## src/core/dcc_defs.svh

```systemverilog
// Register map, field positions, reset values and timing counts for comparator control
`ifndef DCC_DEFS_SVH
`define DCC_DEFS_SVH

// Register indices; byte address is four times the index
`define DCC_CTRL_IDX 8'h1F
`define DCC_STAT_IDX 8'h20
`define DCC_MASK_IDX 8'h21

// Control register fields
`define DCC_C2_RES_BIT 7
`define DCC_C1_RES_BIT 6
`define DCC_CIS_BIT 3
`define DCC_MODE_MSB 2
`define DCC_MODE_LSB 0

// Reset values
`define DCC_CTRL_RST 8'h00
`define DCC_STAT_RST 3'h0
`define DCC_MASK_RST 3'h0

// Event bits in status and mask
`define DCC_EV_C1 0
`define DCC_EV_C2 1
`define DCC_EV_SETTLE 2
`define DCC_EV_W 3

// Timing: settle time is a least wait, so the cycle count rounds up
`define DCC_CLK_NS 20
`define DCC_SETTLE_NS 10000
`define DCC_SETTLE_CYC ((`DCC_SETTLE_NS + `DCC_CLK_NS - 1) / `DCC_CLK_NS)
`define DCC_CNT_W 10

`endif

```

## src/core/dcc_pkg.sv

```systemverilog
// Types shared by the comparator control block
`include "dcc_defs.svh"

package dcc_pkg;

    typedef enum logic [1:0] {
        ST_RUN = 2'h0,
        ST_SETTLE = 2'h1
    } dcc_state_type;

    typedef enum logic [2:0] {
        MODE_RESET = 3'h0,
        MODE_THREE_MUX = 3'h1,
        MODE_FOUR_MUX = 3'h2,
        MODE_COMMON_REF = 3'h3,
        MODE_INDEP = 3'h4,
        MODE_ONE_INDEP = 3'h5,
        MODE_COMMON_OUT = 3'h6,
        MODE_OFF = 3'h7
    } dcc_mode_type;

    typedef enum logic [2:0] {
        SEL_NONE = 3'h0,
        SEL_PIN0 = 3'h1,
        SEL_PIN1 = 3'h2,
        SEL_PIN2 = 3'h3,
        SEL_PIN3 = 3'h4,
        SEL_VREF = 3'h5
    } dcc_sel_type;

    typedef struct packed {
        logic en;
        dcc_sel_type inv_sel;
        dcc_sel_type pos_sel;
    } dcc_comp_route_type;

    typedef struct packed {
        dcc_comp_route_type c2;
        dcc_comp_route_type c1;
        logic [3:0] analog_en;
        logic vref_en;
    } dcc_route_type;

    typedef logic [`DCC_CNT_W-1:0] dcc_cnt_type;
    typedef logic [`DCC_EV_W-1:0] dcc_ev_type;

endpackage : dcc_pkg

```

## src/core/dcc_route.sv

```systemverilog
// Mode decoder: comparator enables and input switch settings for each mode
`timescale 1ns/100ps

module dcc_route (
    // Mode selection
    input wire dcc_pkg::dcc_mode_type mode,
    input wire logic comp_input_switch,
    // Switch settings
    output dcc_pkg::dcc_route_type route
);

    function automatic dcc_pkg::dcc_comp_route_type comp(
        input logic en,
        input dcc_pkg::dcc_sel_type inv,
        input dcc_pkg::dcc_sel_type pos
    );
        comp.en = en;
        comp.inv_sel = en ? inv : dcc_pkg::SEL_NONE;
        comp.pos_sel = en ? pos : dcc_pkg::SEL_NONE;
    endfunction : comp

    wire dcc_pkg::dcc_sel_type c1_mux_inv = comp_input_switch ? dcc_pkg::SEL_PIN3 : dcc_pkg::SEL_PIN0; // RL4 RL5
    wire dcc_pkg::dcc_sel_type c2_mux_inv = comp_input_switch ? dcc_pkg::SEL_PIN2 : dcc_pkg::SEL_PIN1; // RL5

    function automatic dcc_pkg::dcc_route_type route_of(
        input dcc_pkg::dcc_mode_type m,
        input dcc_pkg::dcc_sel_type inv1,
        input dcc_pkg::dcc_sel_type inv2
    );
        route_of.vref_en = 1'b0;
        case (m) // RL6 RL10
            dcc_pkg::MODE_THREE_MUX: begin
                route_of.c1 = comp(1'b1, inv1, dcc_pkg::SEL_PIN2); // RL4
                route_of.c2 = comp(1'b1, dcc_pkg::SEL_PIN1, dcc_pkg::SEL_PIN2);
                route_of.analog_en = 4'hF;
            end
            dcc_pkg::MODE_FOUR_MUX: begin
                route_of.c1 = comp(1'b1, inv1, dcc_pkg::SEL_VREF); // RL5
                route_of.c2 = comp(1'b1, inv2, dcc_pkg::SEL_VREF); // RL5
                route_of.analog_en = 4'hF;
                route_of.vref_en = 1'b1;
            end
            dcc_pkg::MODE_COMMON_REF, dcc_pkg::MODE_COMMON_OUT: begin
                route_of.c1 = comp(1'b1, dcc_pkg::SEL_PIN0, dcc_pkg::SEL_PIN2);
                route_of.c2 = comp(1'b1, dcc_pkg::SEL_PIN1, dcc_pkg::SEL_PIN2);
                route_of.analog_en = 4'h7;
            end
            dcc_pkg::MODE_INDEP: begin
                route_of.c1 = comp(1'b1, dcc_pkg::SEL_PIN0, dcc_pkg::SEL_PIN3);
                route_of.c2 = comp(1'b1, dcc_pkg::SEL_PIN1, dcc_pkg::SEL_PIN2);
                route_of.analog_en = 4'hF;
            end
            dcc_pkg::MODE_ONE_INDEP: begin
                route_of.c1 = comp(1'b0, dcc_pkg::SEL_NONE, dcc_pkg::SEL_NONE);
                route_of.c2 = comp(1'b1, dcc_pkg::SEL_PIN1, dcc_pkg::SEL_PIN2);
                route_of.analog_en = 4'h6;
            end
            dcc_pkg::MODE_OFF: begin
                route_of.c1 = comp(1'b0, dcc_pkg::SEL_NONE, dcc_pkg::SEL_NONE);
                route_of.c2 = comp(1'b0, dcc_pkg::SEL_NONE, dcc_pkg::SEL_NONE);
                route_of.analog_en = 4'h0;
            end
            default: begin
                // Reset mode: comparators off, pins parked as analog to avoid leakage
                route_of.c1 = comp(1'b0, dcc_pkg::SEL_NONE, dcc_pkg::SEL_NONE);
                route_of.c2 = comp(1'b0, dcc_pkg::SEL_NONE, dcc_pkg::SEL_NONE);
                route_of.analog_en = 4'hF;
            end
        endcase
    endfunction : route_of

    assign route = route_of(mode, c1_mux_inv, c2_mux_inv);

endmodule : dcc_route

```

## src/core/dcc_top.sv

```systemverilog
// Comparator control block: APB registers, mode routing, result capture and interrupt
`timescale 1ns/100ps
`include "dcc_defs.svh"

// Functional notes
// RL1: Bit 7 reads comparator 2 result
// RL2: Bit 6 reads comparator 1 result
// RL3: Bits 5 and 4 always read zero
// RL4: Mode 001: switch picks pin 3 or 0
// RL5: Mode 010: switch picks pins 3/2 or 0/1
// RL6: Three-bit mode field selects eight configurations; modes 011 and 110 route the same here
// RL7: Results invalid for settle delay after change
// RL8: Software masks interrupts around mode changes
// RL9: Port A direction register sets pin direction
// RL10: Inputs from pins 0-3 and voltage reference
// RL11: Only switch and mode writable; reset clears
module dcc_top (
    // Clock and reset
    input wire logic CLK_SYS,
    input wire logic RESETN,
    // APB slave
    input wire logic PSEL,
    input wire logic PENABLE,
    input wire logic PWRITE,
    input wire logic [7:0] PADDR,
    input wire logic [31:0] PWDATA,
    input wire logic [3:0] PSTRB,
    output logic [31:0] PRDATA,
    output logic PREADY,
    output logic PSLVERR,
    // Analog comparator outputs, asynchronous
    input wire logic COMP1_RAW,
    input wire logic COMP2_RAW,
    // Port A direction, 1 = input
    input wire logic [3:0] PORT_A_DIR,
    // Analog switch control
    output dcc_pkg::dcc_route_type ROUTE,
    // Pin output enables
    output logic [3:0] PIN_OE,
    // Status
    output logic RESULT_VALID,
    output logic IRQ
);

    function automatic logic [7:0] addr_of(input logic [7:0] idx);
        addr_of = {idx[5:0], 2'b00};
    endfunction : addr_of

    localparam logic [7:0] ADDR_CTRL = addr_of(`DCC_CTRL_IDX);
    localparam logic [7:0] ADDR_STAT = addr_of(`DCC_STAT_IDX);
    localparam logic [7:0] ADDR_MASK = addr_of(`DCC_MASK_IDX);
    localparam dcc_pkg::dcc_cnt_type SETTLE_LAST =
        dcc_pkg::dcc_cnt_type'(`DCC_SETTLE_CYC - 1);

    // Register state
    logic cis_ff;
    dcc_pkg::dcc_mode_type mode_ff;
    dcc_pkg::dcc_ev_type stat_ff;
    dcc_pkg::dcc_ev_type mask_ff;
    logic irq_ff;
    logic [31:0] prdata_ff;
    dcc_pkg::dcc_route_type route_ff;
    logic [3:0] pin_oe_ff;

    // Settle tracking
    dcc_pkg::dcc_state_type state_ff;
    dcc_pkg::dcc_state_type nxt_state;
    dcc_pkg::dcc_cnt_type cnt_ff;
    dcc_pkg::dcc_cnt_type nxt_cnt;

    // Comparator sampling
    logic [1:0] sync1_ff;
    logic [1:0] sync2_ff;
    logic [1:0] result_ff;
    logic [1:0] comp_en;
    logic [1:0] ev_change;

    // Bus decode
    logic hit_ctrl;
    logic hit_stat;
    logic hit_mask;
    logic hit_any;
    logic [31:0] rd_word;

    wire setup_phase = PSEL & ~PENABLE;
    wire access_phase = PSEL & PENABLE;
    wire wr_commit = access_phase & PWRITE & PSTRB[0];
    wire wr_ctrl = wr_commit & hit_ctrl;
    wire wr_stat = wr_commit & hit_stat;
    wire wr_mask = wr_commit & hit_mask;

    wire dcc_pkg::dcc_mode_type wr_mode =
        dcc_pkg::dcc_mode_type'(PWDATA[`DCC_MODE_MSB:`DCC_MODE_LSB]);
    wire mode_change = wr_ctrl & (wr_mode != mode_ff);
    wire settle_done = (state_ff == dcc_pkg::ST_SETTLE) & (cnt_ff == '0) & ~mode_change;
    wire in_run = (state_ff == dcc_pkg::ST_RUN);

    dcc_pkg::dcc_route_type nxt_route;

    // Address decode; unmapped addresses answer with an error
    always_comb begin
        hit_ctrl = 1'b0;
        hit_stat = 1'b0;
        hit_mask = 1'b0;
        if (PADDR == ADDR_CTRL) begin
            hit_ctrl = 1'b1;
        end else if (PADDR == ADDR_STAT) begin
            hit_stat = 1'b1;
        end else if (PADDR == ADDR_MASK) begin
            hit_mask = 1'b1;
        end
    end

    assign hit_any = hit_ctrl | hit_stat | hit_mask;

    // Zero wait states: every access completes in its first access cycle
    assign PREADY = 1'b1;
    assign PSLVERR = access_phase & ~hit_any;

    // Read word; bits above the register width read as zero
    always_comb begin
        rd_word = 32'h0000_0000;
        if (hit_ctrl) begin
            rd_word[`DCC_C2_RES_BIT] = result_ff[1]; // RL1
            rd_word[`DCC_C1_RES_BIT] = result_ff[0]; // RL2
            rd_word[5:4] = 2'b00; // RL3
            rd_word[`DCC_CIS_BIT] = cis_ff;
            rd_word[`DCC_MODE_MSB:`DCC_MODE_LSB] = mode_ff;
        end else if (hit_stat) begin
            rd_word[`DCC_EV_W-1:0] = stat_ff;
        end else if (hit_mask) begin
            rd_word[`DCC_EV_W-1:0] = mask_ff;
        end
    end

    // Read data is captured in the setup cycle and held through the access
    always_ff @(posedge CLK_SYS or negedge RESETN) begin
        if (!RESETN) begin
            prdata_ff <= 32'h0000_0000;
        end else if (setup_phase & ~PWRITE) begin
            prdata_ff <= rd_word;
        end
    end

    assign PRDATA = prdata_ff;

    // Control register: result and unused bits ignore writes
    always_ff @(posedge CLK_SYS or negedge RESETN) begin
        if (!RESETN) begin
            cis_ff <= 1'(`DCC_CTRL_RST >> `DCC_CIS_BIT); // RL11
            mode_ff <= dcc_pkg::MODE_RESET; // RL11
        end else if (wr_ctrl) begin
            cis_ff <= PWDATA[`DCC_CIS_BIT]; // RL11
            mode_ff <= wr_mode; // RL6
        end
    end

    // Mode decoder
    dcc_route u_route (
        .mode (mode_ff),
        .comp_input_switch (cis_ff),
        .route (nxt_route)
    );

    always_ff @(posedge CLK_SYS or negedge RESETN) begin
        if (!RESETN) begin
            route_ff <= '0;
        end else begin
            route_ff <= nxt_route; // RL10
        end
    end

    assign ROUTE = route_ff;
    assign comp_en = {route_ff.c2.en, route_ff.c1.en};

    // Pin direction follows the port A direction register in every mode
    always_ff @(posedge CLK_SYS or negedge RESETN) begin
        if (!RESETN) begin
            pin_oe_ff <= 4'h0;
        end else begin
            pin_oe_ff <= ~PORT_A_DIR; // RL9
        end
    end

    assign PIN_OE = pin_oe_ff;

    // Settle timer: a new mode write restarts the full wait
    always_comb begin
        nxt_state = state_ff;
        nxt_cnt = cnt_ff;
        case (state_ff)
            dcc_pkg::ST_RUN: begin
                if (mode_change) begin
                    nxt_state = dcc_pkg::ST_SETTLE; // RL7
                    nxt_cnt = SETTLE_LAST; // RL7
                end
            end
            dcc_pkg::ST_SETTLE: begin
                if (mode_change) begin
                    nxt_cnt = SETTLE_LAST; // RL7
                end else if (cnt_ff == '0) begin
                    nxt_state = dcc_pkg::ST_RUN;
                end else begin
                    nxt_cnt = cnt_ff - dcc_pkg::dcc_cnt_type'(1);
                end
            end
            default: begin
                nxt_state = dcc_pkg::ST_RUN;
                nxt_cnt = '0;
            end
        endcase
    end

    always_ff @(posedge CLK_SYS or negedge RESETN) begin
        if (!RESETN) begin
            state_ff <= dcc_pkg::ST_RUN;
            cnt_ff <= '0;
        end else begin
            state_ff <= nxt_state;
            cnt_ff <= nxt_cnt;
        end
    end

    assign RESULT_VALID = in_run;

    // Comparator outputs: synchronise, then capture per comparator
    genvar gi;
    generate
        for (gi = 0; gi < 2; gi = gi + 1) begin : g_comp
            wire raw_in = (gi == 0) ? COMP1_RAW : COMP2_RAW;

            always_ff @(posedge CLK_SYS or negedge RESETN) begin
                if (!RESETN) begin
                    sync1_ff[gi] <= 1'b0;
                    sync2_ff[gi] <= 1'b0;
                end else begin
                    sync1_ff[gi] <= raw_in;
                    sync2_ff[gi] <= sync1_ff[gi];
                end
            end

            // A change only counts while the mode has settled, so a mode
            // switch never raises a false change event
            assign ev_change[gi] = in_run & comp_en[gi] & (sync2_ff[gi] != result_ff[gi]); // RL7

            // Disabled comparators read zero; during settling the last
            // valid level is held and the new level is taken silently
            always_ff @(posedge CLK_SYS or negedge RESETN) begin
                if (!RESETN) begin
                    result_ff[gi] <= 1'b0;
                end else if (!comp_en[gi]) begin
                    result_ff[gi] <= 1'b0;
                end else if (in_run | settle_done) begin
                    result_ff[gi] <= sync2_ff[gi]; // RL1 RL2 RL7
                end
            end
        end
    endgenerate

    // Interrupt status: sticky, write one to clear, a new event wins
    wire dcc_pkg::dcc_ev_type ev_set = {settle_done, ev_change[1], ev_change[0]};
    wire dcc_pkg::dcc_ev_type ev_clr = wr_stat ? PWDATA[`DCC_EV_W-1:0] : '0;
    wire dcc_pkg::dcc_ev_type nxt_stat = (stat_ff & ~ev_clr) | ev_set;

    always_ff @(posedge CLK_SYS or negedge RESETN) begin
        if (!RESETN) begin
            stat_ff <= `DCC_STAT_RST;
            mask_ff <= `DCC_MASK_RST;
        end else begin
            stat_ff <= nxt_stat;
            if (wr_mask) begin
                mask_ff <= PWDATA[`DCC_EV_W-1:0];
            end
        end
    end

    // Interrupt line follows status one cycle later; masking before a mode
    // write keeps an in-flight change from asserting it
    always_ff @(posedge CLK_SYS or negedge RESETN) begin
        if (!RESETN) begin
            irq_ff <= 1'b0;
        end else begin
            irq_ff <= |(stat_ff & mask_ff); // RL8
        end
    end

    assign IRQ = irq_ff;

endmodule : dcc_top

```

## config.mk

```make
export PLATFORM = sky130hd
export DESIGN_NAME = dcc_top
export DESIGN_NICKNAME = d
export VERILOG_FILES = /design/src/core/dcc_pkg.sv /design/src/core/dcc_route.sv /design/src/core/dcc_top.sv
export VERILOG_INCLUDE_DIRS = /design/src /design/src/core
export SDC_FILE = /design/constraint.sdc
export NUM_CORES = 1
export LEC_CHECK = 0
export BUFFER_PORTS_ARGS = -buffer_cell sky130_fd_sc_hd__buf_2
export CAP_MARGIN = 5
export CORE_ASPECT_RATIO = 0.5
export CORE_MARGIN = 3
export CORE_UTILIZATION = 40
export CTS_CLUSTER_DIAMETER = 30
export CTS_CLUSTER_SIZE = 25
export DETAILED_ROUTE_END_ITERATION = 12
export PLACE_DENSITY = 0.69
export SLEW_MARGIN = 10
export SYNTH_ARGS = -nofsm -noshare
export SYNTH_HDL_FRONTEND = slang
export SYNTH_HIERARCHICAL = 1
export SYNTH_SLANG_ARGS = --single-unit
```

## constraint.sdc

```tcl
create_clock -name CLK_SYS -period 5.94 [get_ports CLK_SYS]
set_clock_uncertainty 0.15 [all_clocks]
set_input_delay 0.891 -clock CLK_SYS [delete_from_list [all_inputs] [get_ports CLK_SYS]]
set_output_delay 0.891 -clock CLK_SYS [all_outputs]
set_load 0.1 [all_outputs]
```

==> results of run 1 <==
-- layout make-up --
type,count,area (um^2)
Clock inverter,6,67.6
Sequential cell,57,1430
Timing Repair Buffer,56,283
Clock buffer,10,239
Inverter,11,41.3
Fill cell,546,3080
Tap cell,88,110
Multi-Input combinational cell,167,1010
-- power by group --
group	total (W)	switching, W	internal, W	leakage, nW
sequential	0.000445	0.0000294	0.000416	0.722
combinational	0.000182	0.000142	0.0000393	0.698
clock	0.000513	0.000177	0.000336	0.145
-- state kept, by name, summed over array words and instances, names as in the netlist --
name	cells
mode_ff	3
IRQ	1
cis_ff	1
result_ff	2
mask_ff	3
PRDATA	6
state_ff	1
stat_ff	3
cnt_ff	10
sync1_ff	2
ROUTE	19
sync2_ff	2
PIN_OE	4
-- layer usage --
metal,global-route usage [%],wire length (um),vias up
li1,-,-,903
met5,0,0,-
met3,4.51,314,13
met2,24.1,2690,71
met1,18.2,2290,943
met4,5.31,93,0
-- final timing paths --
kind | end | slack, ns | depth (start not counted)
max in group asynchronous | cnt_ff[2]$_DFFE_PN0P_ | 4.60 | 2
worst min-delay path | sync2_ff[0]$_DFF_PN0_ | 0.21 | 0
min in group asynchronous | PRDATA[2]$_DFFE_PN0P_ | 0.56 | 2
worst min register to register | sync2_ff[0]$_DFF_PN0_ | 0.21 | 0
worst max-delay path | PSLVERR | 2.79 | 5
worst max register to register | result_ff[0]$_DFFE_PN0P_ | 3.60 | 6
-- cells in the final DEF (no fill, tap or decap), drive strengths merged, types with 3 or more instances in the layout --
cell type	netlist	routed
nand2b	5	5
and3	3	3
buf	38	56
or4	3	3
clkinv	0	3
xor2	5	5
o21ai	11	11
xnor2	3	3
a21oi	3	3
nand2	31	31
inv	11	11
and2	3	3
or3	3	3
mux2	7	7
clkbuf	2	10
nor3	4	4
nor2	12	12
conb	3	29
a22oi	3	3
nand3	7	7
nor4	5	5
dfrtp	57	57
mux2i	5	5
-- metrics by stage --
step	setup slack, ns	utilization, %	power (W)	cell area [um^2]	std cells
5_1_grt	2.72	50.8	0.00118	3180	395
2_1_floorplan	1.44	-	0.000609	2770	275
4_1_cts	2.79	50.8	0.00115	3180	395
3_5_place_dp	2.79	45.9	0.000632	2870	379
6_report	2.79	50.8	0.00114	3180	395
3_3_place_gp	2.80	45.9	0.000624	2870	379
-- kinds of logic (layout without fill, tap and decap cells) --
family                   after synthesis  after routing  synth area share, %
flip-flops                            57             57                 53.5
AND/OR/NAND/NOR                       85             85                 16.8
adder cells (fa/ha/maj)                1              1                0.469
multiplexers                          12             12                 4.83
other                                  3             29                0.422
XOR/XNOR                               8              8                 2.63
buffers and inverters                 51             83                 12.2
AO/OA/AOI/OAI                         32             32                 9.15
==> out/results.ini, run 1 <==
[die]
io-pin-count=114
std_cell_rows=20
die_area_um2=7740
floorplan.initialDensity_pct=42.6
design.core.area_um2=6260
die_h_um=63.7
die_w_um=121

[route]
drtIter0Drc=103
vias_after_detailed_routing=1930
avgViaCountPerCell=4.89
drt_pre_antenna_iters=6
drt_drc_violations_left=0
ant_nets_after_route=0
drt_wl_total_um=5380
routed_wire_length_per_instance_um=13.6

[clock_tree]
worst_setup_hold_path_clk_slew_ns=0.05
htree_levels=3
clock_sinks=57
clk-insertion-delay-late_ns=0.32
tritoncts=done
postCtsHoldBufs=0
root_buffer=clkbuf_16
cts.path.max_buffers=2
post-cts-setup-buffers=0
post_cts_resized=0
cts_buffers=9

[setup_path]
critical_path.most_common_cell=buf_2
crit_family=simple AND/OR/NAND/NOR gates
critPathCaptureType=primary output
cp_slowest_stage_delay_ns=0.45
cp_data_arrival_time_ns=2.11
crit_path_top_delay_cell=buf_2
ws_path_type=primary input to primary output
timing.critical_path.fanout_max=7
critPathRequiredTime_ns=4.90
regToRegStartpoint=cnt_ff[0]$_DFFE_PN0P_
timing.critical_path.buf_inv=2
setup.worst_path.start=PADDR[2]
crit_chain=buf_2 -> and4bb_2 -> and2_1 -> nor3_1 -> buf_2
type_of_element_launching_the_critical_path=primary input

[synth]
yosysWarningCount=6
cell_with_the_most_instances_after_synthesis=dfrtp_1
cell_type_with_the_largest_total_area_after_synthesis=dfrtp_1
synth_enable_flop_cells=0
synthTopCellsByArea=dfrtp_1 (53%), buf_4 (9.3%), nand2_1 (4.4%), mux2_2 (3.0%), o21ai_0 (2.1%)
postSynthCellCount=249
avgSynthCellArea_um2=10.7
synth_top_area_share_pct=53.5
synth_common_cells=dfrtp_1 (57), buf_4 (33), nand2_1 (31), nor2_1 (12), o21ai_0 (11)
flop_and_latch_count_out_of_synthesis=57
ys_seq_area_share_pct=53.5
async_flop_share_pct=100
yosys_most_used_dff=dfrtp_1
post_synth_num_cell_types=51
syn-cell-area_um2=2670

[finish]
drive_gt1_share_pct=28.7
n_antenna_cell=0
flow.area_growth_from_synthesis_pct=19.2
design.final.nets=358

[grt]
grt_pass1_wl_um=8850
grt_max_degree=58
antenna_found_initial=0
groute.usage.overall_pct=14.6
globalRoute.totalOverflow=0
grt_pass1_vias=1802

[timing]
finalMaxSlewViolations=0
tns_ns=0
slew_at_the_pin_closest_to_its_max_slew_limit_ns=0.723
finalHoldViolCount=0
setup_viol=0
timing.slew.headroom_pct=51.8
fin_worst_hold_slack_ns=0.206
rsz0062_at_grt=false
max_freq_mhz=317
post-route-min-period_ns=3.15
min_period_over_period_pct=53.0

[power_and_ir_drop]
p_leak_nw=1.56
vdd.ir_drop.worst_mv=0.169
power.density_cell_area_nw_per_um2=358

[worst_hold_path]
timing.hold.worst.start=sync1_ff[0]$_DFF_PN0_
hold_class=flip-flop to flip-flop

[run_status]
run_status=finished clean

[run]
cap_viol_max_count=0

[placement]
place.gp.congestion=0.779
place.port_buffers=55
dp_hpwl_um=3800

No activity file was read; power rests on OpenSTA's default activity.
==> inputs of run 2 (changes only) <==
PLACE_DENSITY = 0.72   (was 0.69)
clock period = 2.7 ns   (was 5.94 ns; I/O delays follow)
==> out/results.ini, run 2 (same netlist as run 1, synthesis figures left out) <==
[route]
vias_after_detailed_routing=1883  ; -2.4%
drt_pre_antenna_iters=4  ; -2
drtIter0Drc=112  ; +8.7%
drt_wl_total_um=5170  ; -4.0%
ant_nets_after_route=0  ; unchanged
routed_wire_length_per_instance_um=13.0  ; -4.5%
avgViaCountPerCell=4.74  ; -2.9%
drt_drc_violations_left=0  ; unchanged

[setup_path]
cp_data_arrival_time_ns=2.41  ; +0.30 ns
type_of_element_launching_the_critical_path=flip-flop
ws_path_type=flip-flop to flip-flop
critPathCaptureType=flip-flop
timing.critical_path.fanout_max=6  ; -1
critPathRequiredTime_ns=2.78  ; -2.12 ns

[grt]
antenna_found_initial=0  ; unchanged
grt_pass1_vias=1883  ; +4.5%
grt_max_degree=25  ; -57%
groute.usage.overall_pct=14.7  ; +0.058 points
grt_pass1_wl_um=8850  ; unchanged
globalRoute.totalOverflow=0  ; unchanged

[clock_tree]
clock_sinks=57  ; unchanged
tritoncts=done
clk-insertion-delay-late_ns=0.32  ; about the same
post_cts_resized=0  ; unchanged
worst_setup_hold_path_clk_slew_ns=0.05  ; about the same
cts.path.max_buffers=2  ; unchanged
cts_buffers=9  ; unchanged
htree_levels=3  ; unchanged
root_buffer=clkbuf_16

[power_and_ir_drop]
cell_internal_pwr_w=0.00173  ; +120%
power_share_of_the_sequential_group_pct=39.7  ; +0.6 points
power.density_cell_area_nw_per_um2=771  ; +120%
power.clock.fraction_pct=44.1  ; -0.9 points
p_leak_nw=1.58  ; +0.93%
vdd.ir_drop.worst_mv=0.298  ; +76%
power.net_switching_w=0.000733  ; +110%
power.switching_fraction_pct=29.7  ; -0.89 points
comb_power_share_pct=16.2  ; +0.2 points

[timing]
tns_ns=0  ; unchanged
finalHoldViolCount=0  ; unchanged
max_freq_mhz=430
rsz0062_at_grt=false
post-route-worst-setup-slack_ns=0.374  ; -2.42 ns
setup_viol=0  ; unchanged
post-route-min-period_ns=2.33
min_period_over_period_pct=86.1
finalMaxSlewViolations=0  ; unchanged

[die]
die_area_um2=7740  ; unchanged
design.core.area_um2=6260  ; unchanged
die_w_um=121  ; unchanged
die_h_um=63.7  ; unchanged
floorplan.initialDensity_pct=42.6  ; unchanged
io-pin-count=114  ; unchanged
std_cell_rows=20  ; unchanged

[finish]
layout.cells.most_common=dfrtp_1
largest_register_ffs=19  ; unchanged
post-route-util_pct=51.1  ; +0.30 points
mostFrequentLayoutCells=dfrtp_1 (57), buf_2 (55), nand2_1 (31), conb_1 (29), nor2_1 (12)
n_antenna_cell=0  ; unchanged
flow.area_growth_from_synthesis_pct=19.9
drive_gt1_share_pct=29.1  ; +0.46 points
stdcell_area_um2=3200  ; +0.59%
design.final.nets=361  ; +0.84%

[worst_hold_path]
hold_class=primary input to flip-flop

[run_status]
run_status=finished clean

[run]
cap_viol_max_count=0  ; unchanged

[placement]
placedInstanceArea_um2=2890  ; +0.70%
dp_hpwl_um=3730  ; -1.7%
place.gp.congestion=0.806  ; +3.4%
place.port_buffers=55  ; unchanged
preCtsSetupSlack_ns=0.385  ; -2.41 ns

run 2: metal layers:
metal	vias to the layer above	GRT usage, %	share of wire (%)
li1	909	-	-
met1	901	17.3	42
met2	63	24.1	50
met3	10	5.22	6.2
met4	0	6.70	1.6
met5	-	0	0
run 2: repair_timing:
item | CTS | global route
setup endpoints to repair | 0 | 0
endpoints found under the hold margin | 17 | 0
hold buffers | 1 | 0
setup buffers | 0 | 0
run 2: power by group through the flow:
stage	clock [W]	sequential, W	combinational, W
after floorplan	0	0.00103	0.000312
after CTS	0.00111	0.000977	0.000403
after detailed placement	0	0.000989	0.000398
after global routing	0.00116	0.000989	0.000430
after global placement	0	0.000986	0.000390
final	0.00109	0.000978	0.000401
run 2: metrics by stage:
stage	hold WS, ns	power [W]	cells
after floorplan	-0.0406	0.00134	275
after global placement	0.187	0.00138	381
after detailed placement	0.190	0.00139	381
after CTS	0.0333	0.00249	397
after global routing	0.0316	0.00258	397
final	0.0407	0.00247	397
run 2: path summary, 6_finish.rpt:
check	from	endpoint	slack, ns	depth (start not counted)
max	cnt_ff[0]$_DFFE_PN0P_	result_ff[1]$_DFFE_PN0P_	0.37	6
min	COMP2_RAW	sync1_ff[1]$_DFF_PN0_	0.04	1
max reg2reg	cnt_ff[0]$_DFFE_PN0P_	result_ff[1]$_DFFE_PN0P_	0.37	6
min reg2reg	sync1_ff[1]$_DFF_PN0_	sync2_ff[1]$_DFF_PN0_	0.20	0
max in group asynchronous	RESETN	mask_ff[2]$_DFFE_PN0P_	1.33	3
min in group asynchronous	RESETN	PRDATA[2]$_DFFE_PN0P_	0.41	2
run 2: critical path, stage by stage (launching register included):
cell and delay, ns:
dfrtp_1 0.37, inv_1 0.11, ha_1 0.23, or3b_2 0.50
o41ai_4 0.40, o31a_2 0.27, mux2i_1 0.21
run 2: area by class of cell:
cell class              instances  area, um^2
clock buffers                  10         239
clock inverters                 5        56.3
fillers                       548        3060
inverters                      11        41.3
multi-input cells             167        1020
flip-flops and latches         57        1430
well taps                      88         110
repair buffers                 59         308
